<file path="src/adc_cfg_pkg.sv">
// Purpose: shared constants and types for the converter configuration bank
// Assumes: 16-bit registers at 6-bit word addresses
// Notes: crc step helper is called only by the bank's map watcher
package adc_cfg_pkg;

  ////////////////////////////////////////////////////////////////////////////
  localparam int ADDR_W = 6;
  localparam int DATA_W = 16;
  localparam int CHAN_N = 8;

  localparam logic [ADDR_W-1:0] STATUS_ADDR = 6'h01;
  localparam logic [ADDR_W-1:0] MODE_ADDR = 6'h02;
  localparam logic [ADDR_W-1:0] CLOCK_ADDR = 6'h03;

  localparam logic [DATA_W-1:0] MODE_RESET = 16'h0510;
  localparam logic [DATA_W-1:0] CLOCK_RESET = 16'hff0e;
  // reserved bits are never stored, so they always read zero
  localparam logic [DATA_W-1:0] MODE_WMASK = 16'h3f1f;
  localparam logic [DATA_W-1:0] CLOCK_WMASK = 16'hffdf;
  localparam int MODE_RESET_BIT = 10;

  localparam logic [15:0] CRC_POLY_CCITT = 16'h1021;
  localparam logic [15:0] CRC_POLY_ANSI = 16'h8005;
  localparam logic [15:0] CRC_SEED = 16'hffff;

  localparam int CLK_PERIOD_NS = 4;
  localparam int READY_PULSE_NS = 8;
  localparam int READY_PULSE_RAW =
    (READY_PULSE_NS + CLK_PERIOD_NS - 1) / CLK_PERIOD_NS;
  localparam int READY_PULSE_CYCLES =
    (READY_PULSE_RAW < 1) ? 1 : READY_PULSE_RAW;

  ////////////////////////////////////////////////////////////////////////////
  typedef struct packed {
    logic [1:0] rsvd_hi;
    logic reg_crc_en;
    logic rx_crc_en;
    logic crc_type;
    logic reset_seen;
    logic [1:0] word_length_select;
    logic [2:0] rsvd_lo;
    logic timeout_enable;
    logic [1:0] ready_pin_source_select;
    logic ready_pin_idle_float;
    logic ready_pin_pulse_format;
  } mode_cfg_t;

  typedef struct packed {
    logic [7:0] chan_convert_enable;
    logic xtal_disable;
    logic extref_enable;
    logic rsvd;
    logic [2:0] oversampling_ratio_select;
    logic [1:0] power_mode;
  } clock_cfg_t;

  localparam logic [1:0] SRC_LAGGING = 2'h0;
  localparam logic [1:0] SRC_ANY = 2'h1;

  typedef enum logic [3:0] {
    PIN_IDLE = 4'h1,
    PIN_LEVEL = 4'h2,
    PIN_PULSE = 4'h4,
    PIN_SPENT = 4'h8
  } pin_state_t;

  ////////////////////////////////////////////////////////////////////////////
  function automatic logic [15:0] crc16_word(input logic [31:0] data,
                                             input logic ansi);
    logic [15:0] crc;
    logic [15:0] poly;
    logic fb;
    crc = CRC_SEED;
    poly = ansi ? CRC_POLY_ANSI : CRC_POLY_CCITT;
    for (int i = 31; i >= 0; i--) begin
      fb = crc[15] ^ data[i];
      crc = {crc[14:0], 1'b0};
      if (fb) begin
        crc = crc ^ poly;
      end
    end
    return crc;
  endfunction

endpackage

</file>
<file path="src/regmap_crc_watch.sv">
// Purpose: watches the configuration map for unexpected content changes
// Assumes: map_written pulses in the cycle a host write is taken
// Notes: reference is retaken one cycle after each write
`timescale 1ns/1ps
`default_nettype none
module regmap_crc_watch (
  // clock and reset
  input wire logic clk,
  input wire logic rst,
  // map under watch
  input wire logic enable,
  input wire logic crc_type,
  input wire logic [31:0] map_word,
  input wire logic map_written,
  // result
  output logic fault_event
);
  import adc_cfg_pkg::*;

  logic [15:0] ref_crc;
  logic [15:0] next_ref_crc;
  logic written_q;
  logic next_written_q;
  logic fault_q;
  logic next_fault_q;
  logic [15:0] crc_now;

  ////////////////////////////////////////////////////////////////////////////
  always_comb begin
    crc_now = crc16_word(map_word, crc_type);
    next_written_q = map_written;
    next_ref_crc = ref_crc;
    next_fault_q = 1'b0;
    // a legal write changes the map too, so rearm rather than flag it
    if (!enable || written_q || map_written) begin
      next_ref_crc = crc_now;
    end else if (crc_now != ref_crc) begin
      next_fault_q = 1'b1;
      next_ref_crc = crc_now;
    end
  end

  always_ff @(posedge clk or posedge rst) begin
    if (rst) begin
      ref_crc <= 16'h0000;
      written_q <= 1'b1;
      fault_q <= 1'b0;
    end else begin
      ref_crc <= next_ref_crc;
      written_q <= next_written_q;
      fault_q <= next_fault_q;
    end
  end

  assign fault_event = fault_q;

endmodule
`default_nettype wire

</file>
<file path="src/adc_config_regs.sv">
// Purpose: interface-mode, channel/clock and status registers of the
//   eight-channel converter, plus the data-ready pin driver
// Assumes: the serial frame layer decodes frames into word accesses
// Notes: status read clears the two crc fault flags
`timescale 1ns/1ps
`default_nettype none
// What this block does
// - mode bit 13 enables map crc, reset zero
// - mode bit 12 enables input crc, reset zero
// - mode bit 11 picks ccitt or ansi
// - reset bit reads one; writing zero clears
// - bits 9:8 select word length, default 24
// - bits 3:2 pick data-ready pin source
// - bit 1 floats idle pin, else high
// - bit 0 picks low level or pulse
// - clock bits 15:8 enable channels, reset one
// - clock register at 03h resets ff0eh
// - flag when map crc changes while enabled
// - flag failed input frame crc when enabled
// - per-channel new data status bits
// - three-bit oversampling select, default 1024
module adc_config_regs #(
  parameter int PULSE_CYCLES = adc_cfg_pkg::READY_PULSE_CYCLES
) (
  // clock and reset
  input wire logic clk,
  input wire logic rst,
  // decoded register access
  input wire logic reg_write,
  input wire logic reg_read,
  input wire logic [adc_cfg_pkg::ADDR_W-1:0] reg_addr,
  input wire logic [adc_cfg_pkg::DATA_W-1:0] reg_wdata,
  output logic [adc_cfg_pkg::DATA_W-1:0] reg_rdata,
  output logic reg_rvalid,
  // frame checker and converters
  input wire logic frame_crc_fail,
  input wire logic [adc_cfg_pkg::CHAN_N-1:0] conv_done,
  input wire logic data_frame_read,
  // configuration to the rest of the device
  output adc_cfg_pkg::mode_cfg_t cfg_mode,
  output adc_cfg_pkg::clock_cfg_t cfg_clock,
  // data-ready pin
  output logic data_ready_pin_out,
  output logic data_ready_pin_oe
);
  import adc_cfg_pkg::*;

  localparam int CNT_W = $clog2(PULSE_CYCLES + 1);
  localparam logic [CNT_W-1:0] PULSE_LAST = CNT_W'(PULSE_CYCLES - 1);

  mode_cfg_t mode;
  mode_cfg_t next_mode;
  clock_cfg_t clock;
  clock_cfg_t next_clock;
  logic map_fault;
  logic next_map_fault;
  logic frame_fault;
  logic next_frame_fault;
  logic [CHAN_N-1:0] new_data;
  logic [CHAN_N-1:0] next_new_data;
  logic [DATA_W-1:0] next_reg_rdata;
  logic next_reg_rvalid;
  logic [DATA_W-1:0] status_word;
  logic map_fault_event;
  logic wr_mode;
  logic wr_clock;
  logic rd_status;

  ////////////////////////////////////////////////////////////////////////////
  // configuration registers and sticky flags

  always_comb begin
    wr_mode = reg_write && (reg_addr == MODE_ADDR);
    wr_clock = reg_write && (reg_addr == CLOCK_ADDR);
    rd_status = reg_read && (reg_addr == STATUS_ADDR);
    next_mode = mode;
    next_clock = clock;
    if (wr_mode) begin
      next_mode = mode_cfg_t'(reg_wdata & MODE_WMASK);
      // reset flag can only be cleared by the host, never set
      next_mode.reset_seen =
        mode.reset_seen & reg_wdata[MODE_RESET_BIT];
    end
    if (wr_clock) begin
      next_clock = clock_cfg_t'(reg_wdata & CLOCK_WMASK);
    end
    // set beats clear on every hardware flag
    next_map_fault = (map_fault && !rd_status) || map_fault_event;
    next_frame_fault = (frame_fault && !rd_status)
      || (frame_crc_fail && mode.rx_crc_en);
    next_new_data = (data_frame_read ? '0 : new_data)
      | (conv_done & clock.chan_convert_enable);
  end

  always_ff @(posedge clk or posedge rst) begin
    if (rst) begin
      mode <= mode_cfg_t'(MODE_RESET);
      clock <= clock_cfg_t'(CLOCK_RESET);
      map_fault <= 1'b0;
      frame_fault <= 1'b0;
      new_data <= '0;
    end else begin
      mode <= next_mode;
      clock <= next_clock;
      map_fault <= next_map_fault;
      frame_fault <= next_frame_fault;
      new_data <= next_new_data;
    end
  end

  assign cfg_mode = mode;
  assign cfg_clock = clock;

  ////////////////////////////////////////////////////////////////////////////
  // register map crc watch

  regmap_crc_watch u_watch (
    .clk(clk),
    .rst(rst),
    .enable(mode.reg_crc_en),
    .crc_type(mode.crc_type),
    .map_word({mode, clock}),
    .map_written(wr_mode || wr_clock),
    .fault_event(map_fault_event)
  );

  ////////////////////////////////////////////////////////////////////////////
  // read path

  always_comb begin
    status_word = {2'h0, map_fault, frame_fault, mode.crc_type,
                   mode.reset_seen, mode.word_length_select,
                   new_data};
    next_reg_rdata = reg_rdata;
    next_reg_rvalid = reg_read;
    if (reg_read) begin
      case (reg_addr)
        STATUS_ADDR: next_reg_rdata = status_word;
        MODE_ADDR: next_reg_rdata = DATA_W'(mode);
        CLOCK_ADDR: next_reg_rdata = DATA_W'(clock);
        default: next_reg_rdata = '0;
      endcase
    end
  end

  always_ff @(posedge clk or posedge rst) begin
    if (rst) begin
      reg_rdata <= '0;
      reg_rvalid <= 1'b0;
    end else begin
      reg_rdata <= next_reg_rdata;
      reg_rvalid <= next_reg_rvalid;
    end
  end

  ////////////////////////////////////////////////////////////////////////////
  // data-ready pin

  pin_state_t pin_state;
  pin_state_t next_pin_state;
  logic [CNT_W-1:0] pulse_cnt;
  logic [CNT_W-1:0] next_pulse_cnt;
  logic ready_active;
  logic [CHAN_N-1:0] ready_enabled;
  logic pin_low;
  logic next_pin_out;
  logic next_pin_oe;

  always_comb begin
    ready_enabled = new_data & clock.chan_convert_enable;
    // leading channel is the first enabled flag to rise, which the
    // shared clear makes the same term as the any-channel case
    case (mode.ready_pin_source_select)
      SRC_LAGGING: ready_active = (|clock.chan_convert_enable)
        && (ready_enabled == clock.chan_convert_enable);
      SRC_ANY: ready_active = |ready_enabled;
      default: ready_active = |ready_enabled;
    endcase
    next_pin_state = pin_state;
    next_pulse_cnt = pulse_cnt;
    case (pin_state)
      PIN_IDLE: begin
        next_pulse_cnt = '0;
        if (ready_active) begin
          next_pin_state = mode.ready_pin_pulse_format ?
            PIN_PULSE : PIN_LEVEL;
        end
      end
      PIN_LEVEL: begin
        if (!ready_active) begin
          next_pin_state = PIN_IDLE;
        end
      end
      PIN_PULSE: begin
        next_pulse_cnt = pulse_cnt + CNT_W'(1);
        if (pulse_cnt == PULSE_LAST) begin
          next_pin_state = PIN_SPENT;
        end
      end
      PIN_SPENT: begin
        if (!ready_active) begin
          next_pin_state = PIN_IDLE;
        end
      end
      default: next_pin_state = PIN_IDLE;
    endcase
    pin_low = (next_pin_state == PIN_LEVEL) || (next_pin_state == PIN_PULSE);
    next_pin_out = !pin_low;
    next_pin_oe = pin_low || !mode.ready_pin_idle_float;
  end

  always_ff @(posedge clk or posedge rst) begin
    if (rst) begin
      pin_state <= PIN_IDLE;
      pulse_cnt <= '0;
      data_ready_pin_out <= 1'b1;
      data_ready_pin_oe <= 1'b1;
    end else begin
      pin_state <= next_pin_state;
      pulse_cnt <= next_pulse_cnt;
      data_ready_pin_out <= next_pin_out;
      data_ready_pin_oe <= next_pin_oe;
    end
  end

endmodule
`default_nettype wire

</file>
<file path="config.mk">
export PLATFORM = sky130hd
export DESIGN_NAME = adc_config_regs
export DESIGN_NICKNAME = d
export VERILOG_FILES = /design/src/adc_cfg_pkg.sv /design/src/regmap_crc_watch.sv /design/src/adc_config_regs.sv
export SDC_FILE = /design/constraint.sdc
export NUM_CORES = 1
export LEC_CHECK = 0
export CAP_MARGIN = 20
export CORE_UTILIZATION = 30
export DETAILED_ROUTE_END_ITERATION = 16
export DONT_BUFFER_PORTS = 1
export GPL_ROUTABILITY_DRIVEN = 0
export PLACE_DENSITY = 0.52
export SLEW_MARGIN = 20
export SYNTH_ARGS = -nofsm -noshare
export SYNTH_HDL_FRONTEND = slang
export SYNTH_SLANG_ARGS = --single-unit
</file>
<file path="constraint.sdc">
create_clock -name clk -period 6.43 [get_ports clk]
set_clock_uncertainty 0.1 [all_clocks]
set_input_delay 1.286 -clock clk [delete_from_list [all_inputs] [get_ports clk]]
set_output_delay 1.286 -clock clk [all_outputs]
set_load 0.005 [all_outputs]
</file>
==> results.sh <==
export IMPL_die_w_um=149
export IMPL_crit_path_top_delay_cell="dfstp_2"
export IMPL_antenna_found_initial=0
export IMPL_ios=87
export IMPL_grt_pass1_wl_mm=28.0
export IMPL_reg2regPathDepth=13
export IMPL_hold_viol=0
export IMPL_synthAdderAreaFrac_pct=0.192
export IMPL_r2r_end="u_watch.fault_event"
export IMPL_timing_rr_start="cfg_mode[10]"
export IMPL_dieArea_um2=22300
export IMPL_synth_simple_area_share_pct=12.5
export IMPL_endpoint_kind="flip-flop"
export IMPL_synthTopCellsByArea="dfrtp_1 (23%), xnor2_1 (13%), dfstp_2 (7.3%), mux2_2 (5.4%), xnor3_1 (4.5%)"
export IMPL_crit_fanout=9
export IMPL_period_share_pct=84.8
export IMPL_worstMarginPinSlew_ns=0.978
export IMPL_synth_top_family_by_area="XOR/XNOR gates"
export IMPL_drtPass1Iterations=5
export IMPL_synth_mux_area_share_pct=8.04
export IMPL_synth_edf_count=0
export IMPL_hpwl_mm=13.2
export IMPL_crit_required_ns=6.54
export IMPL_synthCells=670
export IMPL_synth_top_area_share_pct=23.4
export IMPL_synth_distinct_cells=75
export IMPL_synthFlopType="dfrtp_1"
export IMPL_period_needed_ns=5.45
export IMPL_cts_sinks=79
export IMPL_root_buffer="clkbuf_16"
export IMPL_final_cell_mix="xnor2_1 (99), dfrtp_1 (60), nand2_1 (40), inv_1 (36), mux2_2 (31)"
export IMPL_drive_gt1_share_pct=16.5
export IMPL_netlist_area_um2=6520
export IMPL_rsz0062_at_grt="false"
export IMPL_met2_usage_pct=26.3
export IMPL_route_vias_total=4738
export IMPL_htreeDepth=3
export IMPL_arrival_ns=5.56
export IMPL_worstSetupPathType="reg -> reg"
export IMPL_wl_per_cell_um=19.2
export IMPL_numCtsBuffers=9
export IMPL_synth_seq_cells=79
export IMPL_cts_repair_resized=0
export IMPL_synthXorXnorAreaFrac_pct=28.4
export IMPL_finalSetupTns_ns=0
export IMPL_slew_limit_headroom_pct=34.6
export IMPL_gr_max_usage_layer="met2"
export IMPL_synth_top_cell_by_area="dfrtp_1"
export IMPL_routed_wl_mm=17.7
export IMPL_via_per_inst=5.13
export IMPL_core_um2=21200
export IMPL_syn2layout_area_growth_pct=7.75
export IMPL_cpMostUsedCell="o2111ai_1"
export IMPL_grt_max_degree=62
export IMPL_hold_buffers=0
export IMPL_synth_compound_area_share_pct=13.9
export IMPL_clk_path_buf_depth=2
export IMPL_seq_area_frac_synth_pct=30.7
export IMPL_clock_latency_ns=0.35
export IMPL_drt_iter0_markers=233
export IMPL_post_cts_setup_buffers=0
export IMPL_start_util_pct=30.8
export IMPL_startpoint="cfg_mode[10]"
export IMPL_die_h_um=149
export IMPL_async_reset_ff_share_pct=100
export IMPL_grt_ovfl_total=0
export IMPL_cap_violations=0
export IMPL_cp_start_kind="flip-flop"
export IMPL_clk_pin_slew_ns=0.06
export IMPL_r2r_setup_slack_ns=0.98
export IMPL_max_stage_delay_ns=0.77
export IMPL_finalSetupViolCount=0
export IMPL_slew_violations=0
export IMPL_avgSynthCellArea_um2=9.74
export IMPL_met1_usage_pct=23.1
export IMPL_grt_pass1_vias=4614
export IMPL_core_rowCount=53
export IMPL_status="completed"
export IMPL_cts_tree="built"
export IMPL_yosys_warnings=0
export IMPL_nNetsFinal=681
export IMPL_diodes=0
export IMPL_track_usage_pct=16.8
export IMPL_crit_path_end="u_watch.fault_event"
export IMPL_max_freq_ghz=0.183
export IMPL_layout_commonest_cell="xnor2_1"
export IMPL_path_cells="xnor2_4 -> xnor3_1 -> xnor2_1 -> xor3_1 -> mux2i_1 -> nand2_1 -> nand4_1 -> o2111ai_1 -> a2111oi_0 -> o2111ai_1 -> or4_1 -> nor4_1 -> nor2_1"
export IMPL_hold_path_class="reg -> reg"
export IMPL_ant_nets=0
export IMPL_port_buffers=0
export IMPL_grtUsageMet3_pct=3.84
export IMPL_drc=0
-- worst min-delay path by stage --
stage                                    from  cells past startpoint         to
after floorplan           u_watch.fault_event                      1  map_fault
after global placement    u_watch.fault_event                      1  map_fault
after detailed placement  u_watch.fault_event                      1  map_fault
after CTS                 u_watch.fault_event                      1  map_fault
after global routing      u_watch.fault_event                      1  map_fault
final                     u_watch.fault_event                      1  map_fault
-- logic make-up (layout without fill, tap and decap cells) --
| group | Yosys count | after routing |
|---|---|---|
| buffers and inverters | 92 | 66 |
| adders and majority gates | 1 | 1 |
| muxes | 46 | 46 |
| AOI/OAI and AO/OA | 130 | 130 |
| xor gates and xnor gates | 159 | 159 |
| DFF | 79 | 79 |
| and+or+nand+nor | 162 | 162 |
| other | 1 | 6 |
-- layout make-up --
class                           instances  area (um^2)
Clock buffer                           10          239
Tap cell                              275          344
Fill cell                            2166        14100
Multi-Input combinational cell        504         4130
Inverter                               38          144
Sequential cell                        79         2000
Timing Repair Buffer                   12         90.1
Clock inverter                          6         76.3
-- worst max-delay path, delay by kind of cell (launching register included) --
kind                      cells  cell delay (ns)
xor gates and xnor gates      4             1.59
and+or+nand+nor               5             1.58
AOI/OAI and AO/OA             3             0.98
DFF                           1             0.77
muxes                         1             0.29
-- metrics by stage --
step                      instance area (um^2)  utilization [%]  cells  setup WS, ns  hold slack [ns]
after global placement                    6710             31.7    908         0.999            0.353
after floorplan                           6540                -    675          1.91            0.304
after global routing                      7030             33.2    924         0.653            0.391
final                                     7030             33.2    924         0.977            0.358
after CTS                                 7030             33.2    924         0.995            0.374
after detailed placement                  6710             31.7    908          1.01            0.356
-- Yosys cell counts (9+ instances only) --
cell type	instances
mux2i_1	13
xnor2_1	99
dfrtp_1	61
buf_1	9
a22oi_1	12
mux2_2	31
o21ai_0	27
nand2b_1	11
nand3_1	15
xor2_1	25
nor3_1	18
o22ai_1	17
inv_1	37
buf_2	10
xnor3_1	13
a21oi_1	17
clkbuf_1	22
nor2_1	31
nand2_1	40
dfstp_2	18
buf_4	12
-- sequential cells by signal (all words and copies together) (netlist names) --
name	cells
cfg_clock	15
cfg_mode	11
data_ready_pin_oe	1
data_ready_pin_out	1
frame_fault	1
map_fault	1
new_data	8
pin_state	4
pulse_cnt	2
reg_rdata	16
reg_rvalid	1
u_watch.fault_event	1
u_watch.ref_crc	16
u_watch.written_q	1
-- metal layers --
layer  vias to the layer above  part of all wire, %
met5                         -                    0
met4                         0                  1.3
met3                        17                  5.4
met2                       108                   46
met1                      2333                   47
li1                       2280                    -
Power is not shown: default switching activity piles up to over one toggle a cycle in this logic, so the estimate is an artifact.
